**config.mk**
```make
export PLATFORM = sky130hd
export DESIGN_NAME = link_capability_register
export DESIGN_NICKNAME = d
export VERILOG_FILES = /design/src/link_cap_pkg.sv /design/src/link_capability_register.sv /design/src/link_cap_lanes.sv /design/src/link_cap_field.sv
export SDC_FILE = /design/constraint.sdc
export NUM_CORES = 1
export LEC_CHECK = 0
export ABC_AREA = 0
export BUFFER_PORTS_ARGS = -buffer_cell sky130_fd_sc_hd__buf_2
export CORE_MARGIN = 2
export CORE_UTILIZATION = 53
export CTS_CLUSTER_DIAMETER = 30
export DETAILED_ROUTE_END_ITERATION = 8
export GPL_TIMING_DRIVEN = 1
export PLACE_DENSITY = 0.86
export REMOVE_ABC_BUFFERS = 1
export SLEW_MARGIN = 0
export SYNTH_ARGS = -nofsm -noshare
export SYNTH_HDL_FRONTEND = slang
export SYNTH_HIERARCHICAL = 1
export SYNTH_SLANG_ARGS = --single-unit
```
**constraint.sdc**
```tcl
create_clock -name aclk -period 3.2 [get_ports aclk]
set_input_delay 0.16 -clock aclk [delete_from_list [all_inputs] [get_ports aclk]]
set_output_delay 0.16 -clock aclk [all_outputs]
set_load 0.02 [all_outputs]
```
**src/link_cap_pkg.sv**
```systemverilog
package link_cap_pkg;

	// ----------------------------------------------------------------
	// Register map.
	// ----------------------------------------------------------------
	localparam logic [11:0] LINK_CAP_INFO_OFFSET = 12'h04c;
	localparam logic [11:0] LINK_CTRL_OFFSET = 12'h050;

	// ----------------------------------------------------------------
	// Field positions of the link capability word.
	// ----------------------------------------------------------------
	localparam int SPEED_LSB = 0;
	localparam int LANES_LSB = 4;
	localparam int PSTATE_LSB = 10;
	localparam int STANDBY_LSB = 12;
	localparam int SLEEP_LSB = 15;
	localparam int REFCLK_BIT = 18;
	localparam int SURPRISE_BIT = 19;
	localparam int ACTIVE_BIT = 20;
	localparam int BWNOTIFY_BIT = 21;
	localparam int PORT_LSB = 24;

	// Control word bits: shared reference clock and register unlock.
	localparam int SHARED_REFCLK_BIT = 6;
	localparam int UNLOCK_BIT = 31;

	// ----------------------------------------------------------------
	// Field values and reset values.
	// ----------------------------------------------------------------
	localparam logic [3:0] SPEED_2G5 = 4'h1;
	localparam logic [5:0] LANES_X1 = 6'h01;
	localparam logic [5:0] LANES_X2 = 6'h02;
	localparam logic [5:0] LANES_X4 = 6'h04;
	localparam logic [1:0] PSTATE_L0S_L1 = 2'h3;
	localparam logic [2:0] STANDBY_SEPARATE = 3'h5;
	localparam logic [2:0] STANDBY_COMMON = 3'h3;
	localparam logic [2:0] SLEEP_RESET = 3'h2;
	localparam logic REFCLK_RESET = 1'b0;
	localparam logic BWNOTIFY_RESET = 1'b0;

	// AXI response codes.
	localparam logic [1:0] RESP_OKAY = 2'b00;
	localparam logic [1:0] RESP_SLVERR = 2'b10;

endpackage

```
**src/link_capability_register.sv**
```systemverilog
// The AXI4-Lite interface to the registers was decided locally.
`timescale 1ns/10ps

// Function
// - speed field reads fixed 2.5 Gbps code
// - width field defaults x4, lockable override
// - invalid width code makes port run x1
// - power state support hard-wired 0x3
// - shared clock bit selects common latency
// - sleep exit latency defaults 0x2
// - reference clock removal bit defaults 0
// - surprise down report set downstream only
// - link active report set downstream only
// - bandwidth notify defaults 0, upstream zero
// - port index high byte, reserved bits zero
module link_capability_register #(
	parameter logic [7:0] PORT_INDEX = 8'h00,
	parameter logic IS_UPSTREAM = 1'b0
) (
	input wire logic aclk,
	input wire logic aresetn,
	input wire logic [11:0] s_axi_awaddr,
	input wire logic s_axi_awvalid,
	output logic s_axi_awready,
	input wire logic [31:0] s_axi_wdata,
	input wire logic [3:0] s_axi_wstrb,
	input wire logic s_axi_wvalid,
	output logic s_axi_wready,
	output logic [1:0] s_axi_bresp,
	output logic s_axi_bvalid,
	input wire logic s_axi_bready,
	input wire logic [11:0] s_axi_araddr,
	input wire logic s_axi_arvalid,
	output logic s_axi_arready,
	output logic [31:0] s_axi_rdata,
	output logic [1:0] s_axi_rresp,
	output logic s_axi_rvalid,
	input wire logic s_axi_rready,
	output logic [5:0] lanes_used
);

	// ----------------------------------------------------------------
	// Address decoding.
	// ----------------------------------------------------------------
	// True when a byte address falls on the word of the given register.
	function automatic logic word_hit(input logic [11:0] addr, input logic [11:0] offset);
		return addr[11:2] == offset[11:2];
	endfunction

	// ----------------------------------------------------------------
	// Write channel capture.
	// ----------------------------------------------------------------
	logic aw_held_q;
	logic [11:0] aw_addr_q;
	logic w_held_q;
	logic [31:0] w_data_q;
	logic [3:0] w_strb_q;
	logic bvalid_q;
	logic [1:0] bresp_q;

	// Each channel is accepted once and held until the response is taken.
	assign s_axi_awready = !aw_held_q && !bvalid_q;
	assign s_axi_wready = !w_held_q && !bvalid_q;
	assign s_axi_bvalid = bvalid_q;
	assign s_axi_bresp = bresp_q;

	wire do_write = aw_held_q && w_held_q && !bvalid_q;
	wire wr_cap = do_write && word_hit(aw_addr_q, link_cap_pkg::LINK_CAP_INFO_OFFSET);
	wire wr_ctrl = do_write && word_hit(aw_addr_q, link_cap_pkg::LINK_CTRL_OFFSET);
	wire wr_hit = wr_cap || wr_ctrl;

	// Capture address and data in either order, then answer.
	always_ff @(posedge aclk) begin
		if (!aresetn) begin
			aw_held_q <= 1'b0;
			aw_addr_q <= 12'h000;
			w_held_q <= 1'b0;
			w_data_q <= 32'h0000_0000;
			w_strb_q <= 4'h0;
			bvalid_q <= 1'b0;
			bresp_q <= link_cap_pkg::RESP_OKAY;
		end else begin
			if (s_axi_awvalid && s_axi_awready) begin
				aw_held_q <= 1'b1;
				aw_addr_q <= s_axi_awaddr;
			end
			if (s_axi_wvalid && s_axi_wready) begin
				w_held_q <= 1'b1;
				w_data_q <= s_axi_wdata;
				w_strb_q <= s_axi_wstrb;
			end
			if (do_write) begin
				bvalid_q <= 1'b1;
				bresp_q <= wr_hit ? link_cap_pkg::RESP_OKAY : link_cap_pkg::RESP_SLVERR;
				aw_held_q <= 1'b0;
				w_held_q <= 1'b0;
			end else if (bvalid_q && s_axi_bready) begin
				bvalid_q <= 1'b0;
			end
		end
	end

	// ----------------------------------------------------------------
	// Control word: shared clock and unlock bits.
	// ----------------------------------------------------------------
	logic shared_refclk_config_q;
	logic unlock_q;

	// Byte lanes of the control word are honoured individually.
	always_ff @(posedge aclk) begin
		if (!aresetn) begin
			shared_refclk_config_q <= 1'b0;
			unlock_q <= 1'b0;
		end else if (wr_ctrl) begin
			if (w_strb_q[0]) begin
				shared_refclk_config_q <= w_data_q[link_cap_pkg::SHARED_REFCLK_BIT];
			end
			if (w_strb_q[3]) begin
				unlock_q <= w_data_q[link_cap_pkg::UNLOCK_BIT];
			end
		end
	end

	// ----------------------------------------------------------------
	// Lockable capability fields.
	// ----------------------------------------------------------------
	wire wr_b0 = wr_cap && w_strb_q[0];
	wire wr_b1 = wr_cap && w_strb_q[1];
	wire wr_b2 = wr_cap && w_strb_q[2];
	logic [5:0] top_lane_count;
	logic [2:0] sleep_exit_latency;
	// Stored values of the single-bit report flags.
	logic refclk_removal_ok;
	logic surprise_down_report;
	logic link_active_report;
	logic bandwidth_notify_cap;
	logic [5:0] lanes_next;
	logic [5:0] lanes_used_q;

	// Downstream ports advertise surprise down and link active reporting.
	wire port_down = !IS_UPSTREAM;

	link_cap_field #(.W(6)) lane_field (
		.aclk(aclk),
		.aresetn(aresetn),
		.reset_value(link_cap_pkg::LANES_X4),
		.write_en(wr_b0),
		.unlocked(unlock_q),
		.wdata(w_data_q[link_cap_pkg::LANES_LSB +: 6]),
		.value_q(top_lane_count)
	);

	link_cap_field #(.W(3)) sleep_field (
		.aclk(aclk),
		.aresetn(aresetn),
		.reset_value(link_cap_pkg::SLEEP_RESET),
		.write_en(wr_b1 && wr_b2),
		.unlocked(unlock_q),
		.wdata(w_data_q[link_cap_pkg::SLEEP_LSB +: 3]),
		.value_q(sleep_exit_latency)
	);

	// flags lockable writes
	// Each report flag is its own lockable bit with its own reset value.
	// refclk removal default
	link_cap_field #(.W(1)) refclk_field (
		.aclk(aclk),
		.aresetn(aresetn),
		.reset_value(link_cap_pkg::REFCLK_RESET),
		.write_en(wr_b2),
		.unlocked(unlock_q),
		.wdata(w_data_q[link_cap_pkg::REFCLK_BIT]),
		.value_q(refclk_removal_ok)
	);

	link_cap_field #(.W(1)) surprise_field (
		.aclk(aclk),
		.aresetn(aresetn),
		.reset_value(port_down),
		.write_en(wr_b2),
		.unlocked(unlock_q),
		.wdata(w_data_q[link_cap_pkg::SURPRISE_BIT]),
		.value_q(surprise_down_report)
	);

	link_cap_field #(.W(1)) active_field (
		.aclk(aclk),
		.aresetn(aresetn),
		.reset_value(port_down),
		.write_en(wr_b2),
		.unlocked(unlock_q),
		.wdata(w_data_q[link_cap_pkg::ACTIVE_BIT]),
		.value_q(link_active_report)
	);

	link_cap_field #(.W(1)) bwnotify_field (
		.aclk(aclk),
		.aresetn(aresetn),
		.reset_value(link_cap_pkg::BWNOTIFY_RESET),
		.write_en(wr_b2),
		.unlocked(unlock_q),
		.wdata(w_data_q[link_cap_pkg::BWNOTIFY_BIT]),
		.value_q(bandwidth_notify_cap)
	);

	link_cap_lanes lane_reduce (
		.lane_code(top_lane_count),
		.lanes_used(lanes_next)
	);

	// The width the port runs at is presented from a flip-flop.
	always_ff @(posedge aclk) begin
		if (!aresetn) begin
			lanes_used_q <= link_cap_pkg::LANES_X4;
		end else begin
			lanes_used_q <= lanes_next;
		end
	end
	assign lanes_used = lanes_used_q;

	// ----------------------------------------------------------------
	// Read value assembly.
	// ----------------------------------------------------------------
	// shared clock selects
	wire [2:0] standby_exit_latency = shared_refclk_config_q ? link_cap_pkg::STANDBY_COMMON
		: link_cap_pkg::STANDBY_SEPARATE;
	wire [3:0] flags_seen = IS_UPSTREAM ? {1'b0, 1'b0, 1'b0, refclk_removal_ok}
		: {bandwidth_notify_cap, link_active_report, surprise_down_report, refclk_removal_ok};
	wire [31:0] cap_word;
	wire [31:0] ctrl_word;

	// Each field of the capability word is placed at its own position.
	// fixed speed code
	assign cap_word[link_cap_pkg::SPEED_LSB +: 4] = link_cap_pkg::SPEED_2G5;
	assign cap_word[link_cap_pkg::LANES_LSB +: 6] = top_lane_count;
	assign cap_word[link_cap_pkg::PSTATE_LSB +: 2] = link_cap_pkg::PSTATE_L0S_L1;
	assign cap_word[link_cap_pkg::STANDBY_LSB +: 3] = standby_exit_latency;
	assign cap_word[link_cap_pkg::SLEEP_LSB +: 3] = sleep_exit_latency;
	assign cap_word[link_cap_pkg::REFCLK_BIT] = flags_seen[0];
	assign cap_word[link_cap_pkg::SURPRISE_BIT] = flags_seen[1];
	assign cap_word[link_cap_pkg::ACTIVE_BIT] = flags_seen[2];
	assign cap_word[link_cap_pkg::BWNOTIFY_BIT] = flags_seen[3];
	assign cap_word[23:22] = 2'b00;
	assign cap_word[link_cap_pkg::PORT_LSB +: 8] = PORT_INDEX;

	// Control word: only the shared clock and unlock bits are kept.
	assign ctrl_word[link_cap_pkg::UNLOCK_BIT] = unlock_q;
	assign ctrl_word[30:7] = 24'h00_0000;
	assign ctrl_word[link_cap_pkg::SHARED_REFCLK_BIT] = shared_refclk_config_q;
	assign ctrl_word[5:0] = 6'h00;

	// ----------------------------------------------------------------
	// Read channel.
	// ----------------------------------------------------------------
	logic rvalid_q;
	logic [31:0] rdata_q;
	logic [1:0] rresp_q;

	assign s_axi_arready = !rvalid_q;
	assign s_axi_rvalid = rvalid_q;
	assign s_axi_rdata = rdata_q;
	assign s_axi_rresp = rresp_q;

	wire rd_cap = word_hit(s_axi_araddr, link_cap_pkg::LINK_CAP_INFO_OFFSET);
	wire rd_ctrl = word_hit(s_axi_araddr, link_cap_pkg::LINK_CTRL_OFFSET);
	wire [31:0] rd_mux = rd_cap ? cap_word : (rd_ctrl ? ctrl_word : 32'h0000_0000);

	// Read data is latched at the address handshake and held until taken.
	always_ff @(posedge aclk) begin
		if (!aresetn) begin
			rvalid_q <= 1'b0;
			rdata_q <= 32'h0000_0000;
			rresp_q <= link_cap_pkg::RESP_OKAY;
		end else if (s_axi_arvalid && s_axi_arready) begin
			rvalid_q <= 1'b1;
			rdata_q <= rd_mux;
			rresp_q <= (rd_cap || rd_ctrl) ? link_cap_pkg::RESP_OKAY : link_cap_pkg::RESP_SLVERR;
		end else if (rvalid_q && s_axi_rready) begin
			rvalid_q <= 1'b0;
		end
	end

endmodule // link_capability_register

```
**src/link_cap_lanes.sv**
```systemverilog
`timescale 1ns/10ps

// Reduces the stored width code to the width the port really uses.
module link_cap_lanes (
	input wire logic [5:0] lane_code,
	output logic [5:0] lanes_used
);

	// invalid falls to x1
	// Only x1, x2 and x4 exist on a four-lane port; anything else runs x1.
	assign lanes_used = (lane_code == link_cap_pkg::LANES_X4 || lane_code == link_cap_pkg::LANES_X2)
		? lane_code : link_cap_pkg::LANES_X1;

endmodule // link_cap_lanes

```
**src/link_cap_field.sv**
```systemverilog
`timescale 1ns/10ps

// One lockable-writable field: loads only when written while unlocked.
module link_cap_field #(
	parameter int W = 1
) (
	input wire logic aclk,
	input wire logic aresetn,
	input wire logic [W-1:0] reset_value,
	input wire logic write_en,
	input wire logic unlocked,
	input wire logic [W-1:0] wdata,
	output logic [W-1:0] value_q
);

	always_ff @(posedge aclk) begin
		if (!aresetn) begin
			value_q <= reset_value;
		end else if (write_en && unlocked) begin
			value_q <= wdata;
		end
	end

endmodule // link_cap_field

```
; ---- Yosys cells after proc, flatten, opt, wreduce, memory -nomap -nowiden
; Cells that the tools add are included.
[classes]
n_eq_ne = 6
mux = 10
bitwise_logic = 1
n_reduce_logical = 31
[op_table]
columns = op, count
row1 = $mux W32, 2
row2 = $eq A10 B5 Y1 const B, 4
row3 = $logic_and A1 B1 Y1, 18
row4 = $eq A6 B2 Y1 const B, 1
row5 = $eq A6 B3 Y1 const B, 1
row6 = $mux W3, 2
row7 = $reduce_and A2 Y1, 3
row8 = $logic_not A1 Y1, 4
row9 = $mux W1, 4
row10 = $mux W2, 2
row11 = $reduce_bool A2 Y1, 2
row12 = $logic_or A1 B1 Y1, 3
row13 = $reduce_or A2 Y1, 1
row14 = $not A1 Y1, 1
[totals]
regBits = 109
output_inout_bits = 47
word_cells = 68

; ---- Depth between registers and ports, before layout
; Gate-level depths: netlist of run 1.
[depth]
ltp_word = 6
ltp_mapped = 6
ltp_nobuf = 4

; ---- Hierarchy
; Netlist of run 1, hierarchy kept.
[by_module_without_submodules]
columns = module, n_inst, cells_per_inst, area_each_um2, seq_area_each_um2
row1 = link_capability_register, 1, 249, 2452.4, 1181.1
row2 = link_cap_field at lane_field, 1, 14, 291.5, 180.2
row3 = link_cap_field at active_field ..., 4, 3, 55.1, 30.0
row4 = link_cap_field at sleep_field, 1, 7, 133.9, 90.1
row5 = link_cap_lanes, 1, 9, 77.6, 0.0

; ---- Worst setup path after synthesis of run 1
; Ideal clock, no wire load.
[synth_timing]
path_kind = reg2reg
startpoint = register bvalid_q (netlist: s_axi_bvalid)
endpoint = register active_field.value_q, enable pin
setup_ps = 290
arrival_ps = 1506
path_slack_ps = 1405
path_stages_with_launch = 7
path_cell_list = dfxtp_1 -> buf_6 -> and3b_1 -> buf_2 -> nand4_1 -> nor3b_1 -> a21bo_2
[synth_via]
elab_chain_len = 5
[synth_lines]
columns = element, line_no
row1 = start: declaration, link_capability_register.sv:58  ; logic bvalid_q;
row2 = start signal: assignment, link_capability_register.sv:80  ; bvalid_q <= 1'b0;
row3 = start signal: assignment, link_capability_register.sv:93  ; bvalid_q <= 1'b1;
row4 = start signal: assignment, link_capability_register.sv:98  ; bvalid_q <= 1'b0;
row5 = $logic_not A1 Y1, link_capability_register.sv:67  ; wire do_write = aw_held_q && w_held_q && !bvalid_q;
row6 = $logic_and A1 B1 Y1, link_capability_register.sv:67
row7 = $logic_and A1 B1 Y1, link_capability_register.sv:68  ; wire wr_cap = do_write && word_hit(aw_addr_q, link_cap_pkg::LINK_CAP_INFO_OFFSET);
row8 = $logic_and A1 B1 Y1, link_capability_register.sv:129  ; wire wr_b2 = wr_cap && w_strb_q[2];
row9 = net wr_b2, link_capability_register.sv:129
row10 = $logic_and A1 B1 Y1, link_cap_field.sv:19  ; end else if (write_en && unlocked) begin
row11 = end signal: assignment, link_cap_field.sv:18  ; value_q <= reset_value;
row12 = end signal: assignment, link_cap_field.sv:20  ; value_q <= wdata;
row13 = end: declaration, link_cap_field.sv:13  ; output logic [W-1:0] value_q
; The timed path passes the listed nets, and every way through them passes these cells.
; A chain may end at the register's enable or synchronous reset.

; ---- Worst setup path after layout of run 1
[layout_timing]
startpoint = register aw_addr_q[11]
endpoint = register active_field.value_q, enable pin
[layout_via]
elab_chain_len = 4
[layout_lines]
columns = element, line_no
row1 = start: declaration, link_capability_register.sv:54  ; logic [11:0] aw_addr_q;
row2 = start signal: assignment, link_capability_register.sv:85  ; aw_addr_q <= s_axi_awaddr;
row3 = $eq A10 B5 Y1, link_capability_register.sv:47  ; return addr[11:2] == offset[11:2];
row4 = $logic_and A1 B1 Y1, link_capability_register.sv:68
row5 = $logic_and A1 B1 Y1, link_capability_register.sv:129
row6 = net wr_b2, link_capability_register.sv:129
row7 = $logic_and A1 B1 Y1, link_cap_field.sv:19
; The timed path passes the listed nets, and every way through them passes these cells.

==> results of run 1 <==
## registers in the layout (all words and copies together) (netlist names)
register	count
sleep_field/value_q	3
s_axi_rresp	1
surprise_field/value_q	1
lane_field/value_q	6
s_axi_bresp	1
s_axi_rdata	17
active_field/value_q	1
w_strb_q	4
refclk_field/value_q	1
s_axi_rvalid	1
shared_refclk_config_q	1
bwnotify_field/value_q	1
aw_addr_q	10
w_data_q	14
lanes_used	6
s_axi_bvalid	1
aw_held_q	1
w_held_q	1
unlock_q	1
## stage by stage
step | setup slack [ns] | hold WS, ns | total power, mW | cell area (um^2) | util
after floorplan | 1.46 | 0.233 | 1.16 | 3010 | -
after global routing | 1.06 | 0.0508 | 1.97 | 3690 | 0.630
after detailed placement | 1.17 | 0.406 | 1.24 | 3500 | 0.598
after global placement | 1.29 | 0.400 | 1.23 | 3500 | 0.598
after CTS | 1.15 | 0.0372 | 1.91 | 3690 | 0.630
final | 1.15 | 0.0505 | 1.89 | 3690 | 0.630
## worst max-delay path, stage by stage (launching register included)
cell and delay (ns):
sky130_fd_sc_hd__dfxtp_1 0.32, sky130_fd_sc_hd__nor4b_2 0.47, sky130_fd_sc_hd__nand4_1 0.26, sky130_fd_sc_hd__nor3b_1 0.50, sky130_fd_sc_hd__a21bo_2 0.23
## worst max path at each step
stage,startpoint,endpoint,cells after the start
final,aw_addr_q[11],active_field/value_q,4
after global routing,aw_addr_q[11],active_field/value_q,4
after CTS,aw_addr_q[11],active_field/value_q,4
after detailed placement,aw_addr_q[11],active_field/value_q,4
after global placement,aw_addr_q[11],surprise_field/value_q,4
after floorplan,s_axi_bvalid,active_field/value_q,4
## logic make-up (layout without fill, tap and decap cells)
| kind of cell | after synthesis | after routing | synth area share |
|---|---|---|---|
| muxes | 25 | 25 | 0.0957 |
| and+or+nand+nor | 97 | 97 | 0.179 |
| DFF | 72 | 72 | 0.495 |
| xor gates and xnor gates | 1 | 1 | 0.00276 |
| AOI/OAI and AO/OA | 52 | 52 | 0.134 |
| other | 3 | 30 | 0.00355 |
| buffers and inverters | 41 | 99 | 0.0902 |
## cell usage in the layout, fill, tap and decap left out, types with 2 or more instances in the layout
cell	synthesis	routed
sky130_fd_sc_hd__buf_2	1	77
sky130_fd_sc_hd__dfxtp_1	59	59
sky130_fd_sc_hd__nand2_1	44	44
sky130_fd_sc_hd__conb_1	3	30
sky130_fd_sc_hd__a22o_1	15	15
sky130_fd_sc_hd__edfxtp_1	13	13
sky130_fd_sc_hd__nor2b_1	12	12
sky130_fd_sc_hd__mux2i_1	12	12
sky130_fd_sc_hd__a21boi_1	10	10
sky130_fd_sc_hd__mux2_4	10	10
sky130_fd_sc_hd__clkbuf_8	0	10
sky130_fd_sc_hd__a21boi_0	9	9
sky130_fd_sc_hd__and2_1	6	6
sky130_fd_sc_hd__a21bo_2	6	6
sky130_fd_sc_hd__inv_1	5	5
sky130_fd_sc_hd__nor2_1	4	4
sky130_fd_sc_hd__nand4_1	4	4
sky130_fd_sc_hd__nor3b_1	4	4
sky130_fd_sc_hd__and3b_1	3	3
sky130_fd_sc_hd__nand2b_1	3	3
sky130_fd_sc_hd__a21oi_1	3	3
sky130_fd_sc_hd__nor3b_2	3	3
sky130_fd_sc_hd__mux2_2	3	3
sky130_fd_sc_hd__nor3_1	2	2
sky130_fd_sc_hd__o21ai_0	2	2
sky130_fd_sc_hd__o21a_1	2	2
sky130_fd_sc_hd__nor4b_1	2	2
sky130_fd_sc_hd__clkinv_2	0	2
## cell type report
cell class              instances  area (um^2)
clock buffers                  12          166
clock inverters                 4         26.3
fillers                       488         2160
inverters                       5         18.8
multi-input cells             205         1420
flip-flops and latches         72         1570
well taps                      75         93.8
repair buffers                 78          393
## layer usage
| metal | vias up | share of wire | global-route usage |
|---|---|---|---|
| li1 | 1117 | - | - |
| met1 | 1027 | 0.40 | 0.178 |
| met2 | 71 | 0.51 | 0.298 |
| met3 | 16 | 0.060 | 0.0356 |
| met4 | 0 | 0.032 | 0.124 |
| met5 | - | 0 | 0 |
## power by group
part           leakage [nW]  switching [mW]  internal, mW
registers             0.614          0.0281         0.971
clock network        0.0975           0.327         0.349
logic                 0.964           0.116        0.0982
total                  1.68           0.471          1.42
==> metrics list, run 1 <==
* Status: complete, no violations
- Number of global-route vias before repair: 2008
- Cell count after placement: 435
- The worst hold path was traced through 3 stages.
- For this run, the leading register cell type out of synthesis is sky130_fd_sc_hd__dfxtp_1.
- Of the cells placed in the final design, the portion with a size suffix greater than 1 is 0.324.
* Number of buffers inserted by post-CTS setup repair: 0
* Weighted congestion at the end of routability-driven global placement: 0.766
* Clock Tree Root: sky130_fd_sc_hd__clkbuf_8
- Source of the worst hold timing path: s_axi_wdata[17]
* Mean number of vias per cell: 4.95
- Final setup violation count: 0
- STA classifies the critical path endpoint as a flip-flop.
- CTS built an H-tree with a depth of 3.
* Cells taking the most area after synthesis: sky130_fd_sc_hd__dfxtp_1, sky130_fd_sc_hd__edfxtp_1, sky130_fd_sc_hd__buf_4
- CTS clock-pin slew for the worst setup and hold paths: 0.07 ns
- Pin slew with the least headroom to its limit: 1.01 ns
* Height of the die: 81.4 um
* Post-detailed-route DRC marker count: 0
- YS warnings: 6
- Data arrival time of the critical path: 2.11 ns
- Reported max-cap violation count: 0
* Layout net count: 438
- Row generation in the floorplan step produced 28 rows.
* Global router's overall resource usage: 0.170
- Number of distinct library cell variants in the gate-level netlist after synthesis: 46
- Worst Path Class, Setup: reg2reg
- Number of synthesized flops with an enable pin: 13
- Counting instances in the post-synthesis netlist gives the leading cell types as sky130_fd_sc_hd__dfxtp_1, sky130_fd_sc_hd__nand2_1, sky130_fd_sc_hd__buf_4.
* Async set-reset flop share out of synthesis: 0
- The first global-routing pass estimated 8450 um of wire.
* Pin count of the biggest net entering global routing: 57
- Final Slew Violations: 0
* R2r startpoint: aw_addr_q[11]
- The share of synthesized area in the top cell type comes to 0.372.
* Starting DRT DRC Count: 87
- Syn-to-layout area delta: 16.2%
* Detailed placement HPWL: 3930 um
- Count of mapped cells out of synthesis: 291
- Among all cell types in the netlist, the one instantiated most often is sky130_fd_sc_hd__dfxtp_1.
- In this run the critical register-to-register path is captured at active_field/value_q.
- For this run the aggregate overflow at the end of global routing stands at 0.
- The clock drives 72 sinks.
- Via count of the routed design: 2231
- Inserted Clock Buffers: 9
* Total negative setup slack: 0 ns
- The repair_antennas step left the layout with diodes totalling 0.
- Setup repair after global routing left no endpoint under its margin.
* Overall die area: 6630 um^2
- The clock period could shrink to 2.05 ns.
- Buffers inserted to repair hold after CTS numbered 0.
- TritonCTS clock tree: built
- Standby leakage power: 1.68 nW
* Hold Crit Endpoint: w_data_q[17]
- Number of storage elements in the synthesis netlist: 72
* Number of buffers on the longest clock path: 2
* Detailed-route wire length: 5550 um
* PostCTS Resize Cnt: 0
- The region available for standard cell placement spans 5850 um^2.
* Peak supply drop: 0.000301 V
* Clock network latency to the later pin of the worst-skew pair: 0.34 ns
* Average wire length per cell after detail routing: 12.3 um
- For flop-to-flop paths, the worst setup slack is 1.15 ns.
- Dividing the final minimum period by the clock period gives 0.641.
* Mean post-synth cell area: 10.9 um^2
* Largest fanout on the critical path: 4
- The floorplan step set the die width to 81.4 um.
- The path class of the tightest hold or removal check is in2reg.
- For this configuration, the core starts out at a cell density of 0.543.
- sky130_fd_sc_hd__dfxtp_1 takes more of the synthesized area than any other cell.
* Number of detailed-routing iterations run before antenna repair: 4
* Highest attainable clock frequency: 0.488 GHz
- Headroom to the max-slew limit came out at 0.325.
* Number of buffer cells added on primary ports: 77
- Portion of the post-synthesis area used by sequential elements: 0.495
- Critical path launch point type: flip-flop
* Synthesized area: 3180 um^2
- Required time of the worst setup path: 3.26 ns
- The finished layout holds 451 standard cells, fillers aside.
- 114 I/O pins were placed.
* Initial antenna violation count: 0
- For this design the ratio of total power to cell area is 512 nW/um^2.
- For the final database, setup skew stands at 0.00827 ns.
- Remaining antenna violation count after routing: 0
* Final Hold Fails: 0
- The number of cells on the worst reg-to-reg path is 4.
Note: power is estimated with default switching activity, not from simulation.
==> inputs of run 2 (changes only) <==
CORE_UTILIZATION = 45   (was 53)
PLACE_DENSITY = 0.78   (was 0.86)
clock period = 1.83 ns   (was 3.2 ns; I/O delays follow)
==> run 2 against run 1 <==
  * Die area grew 17%
  * Critical endpoint is now refclk_field/value_q
  * Clock power grew 76%
  * Cell area grew 8.1%
  * Global-route usage shrank 0.67 points
  * Sequential power grew 74%
==> metrics list, run 2 (synthesized netlist as in run 1, its figures left out) <==
- Status: complete, no violations (unchanged)
- The row count was 30 (was 28).
- Final period util: 0.884 (was 0.641)
- Share of the core filled with cells: 0.587 (was 0.630)
* I/O pin count: 114 (unchanged)
* Crit path max-delay cell type: sky130_fd_sc_hd__dfxtp_1 (was sky130_fd_sc_hd__nor3b_1)
- The die width is 88.0 um (was 81.4 um).
* Reported max-cap violation count: 0 (unchanged)
* Source of the worst hold timing path: s_axi_wdata[5] (was s_axi_wdata[17])
- The count of cells along the worst hold path is 3 (unchanged).
- Total negative setup slack: 0 ns (unchanged)
- The count of nets left with antenna violations after detail routing came to 0 (unchanged).
- The overall fraction of global-route tracks in use came to 0.163 (was 0.170).
- The number of max-slew violations in the final report was 0 (unchanged).
* Number of buffers inserted by post-CTS setup repair: 0 (unchanged)
- The relative contribution of sequential cells to total power was 0.518 (was 0.529).
- Syn-to-layout area delta: 25.5% (was 16.2%)
- Proportion of power drawn by the clock network: 0.354 (was 0.357)
- The root buffer selected by CTS is sky130_fd_sc_hd__clkbuf_8 (unchanged).
- Commonest non-fill, non-tap cell in the layout: sky130_fd_sc_hd__buf_2 (unchanged)
- Switching Share: 0.249 (about the same)
- The critical path's largest stage delay came to 0.32 ns (was 0.50 ns).
- The count of port buffers added during placement is 77 (unchanged).
- The worst-case clock skew came to 0.00999 ns (was 0.00827 ns).
* Detailed-route wire length: 5950 um (was 5550 um)
- Layout net count: 468 (was 438)
* Maximum level of the CTS H-tree: 3 (unchanged)
* Number of sinks on the clock net: 72 (unchanged)
- Detailed placement HPWL: 4240 um (was 3930 um)
* Pin slew with the least headroom to its limit: 0.640 ns (was 1.01 ns)
- Worst setup slack after placement: 0.209 ns (was 1.17 ns)
* Proportion of layout cells with a drive suffix above 1: 0.318 (was 0.324)
- The largest voltage drop on the vdd net was 0.000399 V (was 0.000301 V).
- The relative max-transition margin is 0.573 (was 0.325).
- The count of TritonRoute iterations in the first routing pass came to 4 (unchanged).
- The clock latency at the later pin of the worst-skew pair came to 0.34 ns (about the same).
* Height of the die: 88.0 um (was 81.4 um)
* Starting DRT DRC Count: 120 (was 87)
- Wire length of the first global-routing pass: 9640 um (was 8450 um)
* Final Hold Fails: 0 (unchanged)
- The total core area is 6790 um^2 (was 5850 um^2).
- The buffer levels on the longest clock path was 2 (unchanged).
* Most frequent cells in the layout: sky130_fd_sc_hd__buf_2, sky130_fd_sc_hd__dfxtp_1, sky130_fd_sc_hd__nand2_1 (unchanged)
- Unrepaired setup endpoints after global routing: no (unchanged)
- The initial cell density of the core came to 0.467 (was 0.543).
- The fill cell instance count of the final layout was 608 (was 488).
- The CTS buffer count is 9 (unchanged).
* Standby leakage power: 1.81 nW (was 1.68 nW)
- The power per cell area was 844 nW/um^2 (was 512 nW/um^2).
- Path depth of the worst reg2reg path: 5 (was 4)
- Antenna diodes: 0 (unchanged)
- The net load switching power came to 837 uW (was 471 uW).
- The number of flip-flops in the largest register came to 17 (unchanged).
- TritonCTS clock tree: built (unchanged)
* Overall die area: 7740 um^2 (was 6630 um^2)
* CTS clock-pin slew for the worst setup and hold paths: 0.08 ns (was 0.07 ns)
- The launching element type of the critical path was a flip-flop (unchanged).
- The internal power summed over all cells was 2.53 mW (was 1.42 mW).
* Number of global-route vias before repair: 2183 (was 2008)
- The achievable frequency came to 0.618 GHz (was 0.488 GHz).
- The detailed-route DRC error count is 0 (unchanged).
- The setup violation total in the final timing report is 0 (unchanged).
- The minimum setup slack in the final design came to 0.212 ns (was 1.15 ns).
* R2r startpoint: aw_addr_q[11] (unchanged)
* Initial antenna violation count: 0 (unchanged)
* R2r endpoint: refclk_field/value_q (was active_field/value_q)
* Pin count of the biggest net entering global routing: 26 (was 57)
* GRT Residual Overflow: 0 (unchanged)
- Required time of the worst setup path: 1.90 ns (was 3.26 ns)
- The maximum fanout along the worst path is 4 (unchanged).
- Average wire length per cell after detail routing: 11.8 um (was 12.3 um)
- The setup slack of the most critical reg-to-reg path is 0.21 ns (was 1.15 ns).
* Classification of the worst-slack hold path: in2reg (unchanged)
* Portion of total power attributed to combinational logic: 0.128 (was 0.114)
- The data arrival time of the critical path was 1.69 ns (was 2.11 ns).
- Mean number of vias per cell: 4.60 (was 4.95)
- Critical Path, Cell by Cell: nor4b_2, nand4_1, nor3b_1, buf_4, a21bo_2 (was nor4b_2, nand4_1, nor3b_1, a21bo_2).
- The routability congestion estimate is 0.796 (was 0.766).
* Period minus WS final: 1.62 ns (was 2.05 ns)
- Element type at the critical path end: flip-flop (unchanged)
- The sink of the worst hold path was w_data_q[5] (was w_data_q[17]).
* Worst Path Class, Setup: reg2reg (unchanged)
- The via count of the routed design came to 2308 (was 2231).
[run 2: changes by cell type in the layout (fill, tap and decap cells not counted), sizes merged]
cell         change
buf              +9
bufinv           +1
clkbuf           -3
clkinv           +2
dlygate4sd3     +21
[run 2: final cells by class]
cell class                      count  area, um^2  area share
Sequential cell                    72        1570       0.394
Multi-Input combinational cell    205        1420       0.356
Timing Repair Buffer              108         671       0.168
Clock buffer                        9         124      0.0311
Tap cell                           96         120      0.0301
Clock inverter                      7        62.6      0.0157
Inverter                            5        18.8     0.00471
[run 2: critical path: cells and delay by family (launching register included)]
| family | cells | cell delay, ns |
|---|---|---|
| AOI/OAI and AO/OA | 1 | 0.13 |
| and+or+nand+nor | 3 | 0.75 |
| buffers and inverters | 1 | 0.16 |
| DFF | 1 | 0.32 |
[run 2: how the worst max path moves through the flow]
| stage | to | from | cells past startpoint |
|---|---|---|---|
| after floorplan | active_field/value_q | s_axi_bvalid | 4 |
| after global placement | active_field/value_q | aw_addr_q[11] | 5 |
| after detailed placement | refclk_field/value_q | aw_addr_q[11] | 5 |
| after CTS | surprise_field/value_q | aw_addr_q[11] | 5 |
| after global routing | surprise_field/value_q | aw_addr_q[10] | 5 |
| final | refclk_field/value_q | aw_addr_q[11] | 5 |
[run 2: metal layers]
metal / global-route usage / vias up / share of wire
met2: 0.292 / 59 / 0.50
met3: 0.0320 / 10 / 0.051
met1: 0.177 / 1060 / 0.43
met4: 0.0979 / 0 / 0.015
li1: - / 1179 / -
met5: 0 / - / 0
[run 2: per-stage QoR]
stage	power, mW	std cells	cell area, um^2	hold WS [ns]
6_report	3.36	502	3990	0.00865
5_1_grt	3.53	502	3990	0.00570
4_1_cts	3.40	502	3990	0.000304
3_5_place_dp	2.18	465	3590	0.340
3_3_place_gp	2.16	465	3590	0.338
2_1_floorplan	2.02	282	3010	0.165
[run 2: what timing repair did]
item / in CTS / in global routing
hold buffers: 21 / 0
setup endpoints to repair: 0 / 0
hold endpoints to repair: 20 / 0
gates resized for setup: 0 / 0
[run 2: power by group through the flow]
stage,clock (mW),combinational [mW],sequential [mW]
floorplan,0,0.235,1.79
global placement,0,0.387,1.78
detailed placement,0,0.397,1.78
CTS,1.23,0.433,1.74
global route,1.30,0.476,1.75
finish,1.19,0.431,1.74
==> inputs of run 3 (changes only) <==
clock period = 1.41 ns   (was 1.83 ns; I/O delays follow)
==> run 3 against run 2 <==
  * The flow now finishes with violations (negative setup slack)
  * Highest routed layer unchanged
  * Power up 44%
  * Register-to-register slack got worse by 0.37 ns
  * Count of clock-buffer cells in the layout up 1
  * Global-route usage increased by 0.49 points
  * First-iteration DRC count fell by 23%
==> metrics list, run 3 (synthesized netlist as in run 1, its figures left out) <==
- The final hold violation count was 0 (unchanged).
- The layout overhead on the synthesized area came to 32.9% (was 25.5%).
- Period minus WS final: 1.57 ns (was 1.62 ns)
- Worst Path Class, Setup: reg2reg (unchanged)
- Critical path launch point type: flip-flop (unchanged)
* Total negative setup slack: -1.67 ns (was 0 ns)
- CTS clock-pin slew for the worst setup and hold paths: 0.07 ns (was 0.08 ns)
- The final cycle utilization of the critical path was 1.11 (was 0.884).
- Worst setup slack after placement: -0.271 ns (was 0.209 ns)
- Starting DRT DRC Count: 92 (was 120)
- Data arrival time of the critical path: 1.62 ns (was 1.69 ns)
* Share of the core filled with cells: 0.621 (was 0.587)
* Total number of placement rows: 30 (unchanged)
- Maximum level of the CTS H-tree: 3 (unchanged)
- The number of sinks on the clock net came to 72 (unchanged).
- The overall routed net length came to 6380 um (was 5950 um).
* Peak supply drop: 0.000568 V (was 0.000399 V)
* Number of buffer cells added on primary ports: 77 (unchanged)
* Placement-stage cell area: 3680 um^2 (was 3590 um^2)
* Number of detailed-routing iterations run before antenna repair: 4 (unchanged)
- Element type at the critical path end: flip-flop (unchanged)
- Status: complete, but fails checks (was complete, no violations).
* Antenna diodes: 0 (unchanged)
- The via count of the routed design was 2395 (was 2308).
- The worst-case clock skew was 0.0112 ns (was 0.00999 ns).
* TritonCTS clock tree: built (unchanged)
* Clock Tree Root: sky130_fd_sc_hd__clkbuf_8 (unchanged)
- PwrDens: 1150 nW/um^2 (was 844 nW/um^2)
- Final Slew Violations: 0 (unchanged)
* Finished Cell Area: 4220 um^2 (was 3990 um^2)
- Average wire length per cell after detail routing: 12.4 um (was 11.8 um)
* Pin count of the biggest net entering global routing: 27 (was 26)
* Largest fanout on the critical path: 4 (unchanged)
- The number of flip-flops in the largest register was 17 (unchanged).
* Final setup violation count: 13 (was 0)
* I/O pin count: 114 (unchanged)
- Number of buffers on the longest clock path: 2 (unchanged)
- Unrepaired setup endpoints after global routing: yes (was no)
* Horizontal die dimension: 88.0 um (unchanged)
- The die outline area was 7740 um^2 (unchanged).
- Commonest non-fill, non-tap cell in the layout: sky130_fd_sc_hd__buf_2 (unchanged)
- The number of antenna violations at the first check in global routing is 0 (unchanged).
- GRT Residual Overflow: 0 (unchanged)
- The minimum setup slack in the final design is -0.157 ns (was 0.212 ns).
- Global router's overall resource usage: 0.168 (was 0.163)
- Highest attainable clock frequency: 0.638 GHz (was 0.618 GHz)
- The initial cell density of the core is 0.467 (unchanged).
- The clock latency at the later pin of the worst-skew pair came to 0.34 ns (about the same).
* Violations in the final reports: negative setup slack
- Wire length of the first global-routing pass: 9860 um (was 9640 um)
- The fraction of layout cells with a size suffix above 1 is 0.350 (was 0.318).
- The routability congestion estimate is 0.832 (was 0.796).
- Worst hold slack: 0.0113 ns (was 0.00865 ns)
- Total power: 4.85 mW (was 3.36 mW)
- The leakage power was 1.92 nW (was 1.81 nW).
- The number of instances in the placed design came to 475 (was 465).
* Required time of the worst setup path: 1.47 ns (was 1.90 ns)
- The number of global-route vias before repair was 2209 (was 2183).
- The count of nets left with antenna violations after detail routing was 0 (unchanged).
* Height of the die: 88.0 um (unchanged)
- The number of nets in the layout was 483 (was 468).
- The post-route non-filler standard cell count is 516 (was 502).
* Mean number of vias per cell: 4.64 (was 4.60)
- Area of the placeable core: 6790 um^2 (unchanged)
* Reported max-cap violation count: 0 (unchanged)
- The CTS buffer count is 9 (unchanged).
- The class of the worst hold path is in2reg (unchanged).
* Detailed placement HPWL: 4340 um (was 4240 um)
- Most frequent cells in the layout: sky130_fd_sc_hd__buf_2, sky130_fd_sc_hd__dfxtp_1, sky130_fd_sc_hd__nand2_1 (unchanged).
- Post-detailed-route DRC marker count: 0 (unchanged)
==> run 3: cell types whose count changed in the layout (fill, tap and decap cells not counted), sizes merged <==
cell	previous run	this run
dlygate4sd3	21	25
buf	87	98
clkinv	5	1
clkinvlp	1	0
bufinv	1	3
inv	5	6
clkbuf	9	10
==> run 3: where the power goes <==
| part | internal (mW) | switching, mW |
|---|---|---|
| sequential | 2.20 | 0.0568 |
| clock | 1.22 | 0.739 |
| combinational | 0.328 | 0.306 |
| total | 3.75 | 1.10 |
==> run 3: path summary, 6_finish.rpt <==
path              cells after the start                    from  slack (ns)                endpoint
hold reg to reg                       1  bwnotify_field/value_q        0.45         s_axi_rdata[21]
setup reg to reg                      5            aw_addr_q[8]       -0.16  surprise_field/value_q
hold / removal                        3         s_axi_awaddr[2]        0.01            aw_addr_q[2]
setup / recovery                      5            aw_addr_q[8]       -0.16  surprise_field/value_q
==> run 3: metal layers <==
layer / share of wire / track usage / wire (um)
met3: 0.049 / 0.0405 / 313
met5: 0 / 0 / 0
met2: 0.50 / 0.290 / 3170
met1: 0.42 / 0.184 / 2680
met4: 0.034 / 0.109 / 214
==> run 3: worst max-delay path: stages (launching register included) <==
cell and delay (ns):
sky130_fd_sc_hd__dfxtp_2 0.34, sky130_fd_sc_hd__nor4b_4 0.29, sky130_fd_sc_hd__nand4_1 0.20, sky130_fd_sc_hd__nor3b_2 0.19
sky130_fd_sc_hd__buf_4 0.14, sky130_fd_sc_hd__a21bo_2 0.12
==> run 3: final cells by class <==
cell class	count	area (um^2)
inverter	5	18.8
timing repair buffer	123	813
multi-input combinational	205	1460
tap	96	120
sequential	72	1570
clock buffer	10	138
clock inverter	5	104
fill	567	2570
==> run 3: what timing repair did <==
action                                  in CTS  in global routing
resized for setup                            7                  6
setup buffers                                0                  0
hold buffers                                25                  0
gates cloned                                 0                  1
endpoints found under the hold margin       24                  0
pin swaps                                    5                  0
endpoints found under the setup margin      19                 36
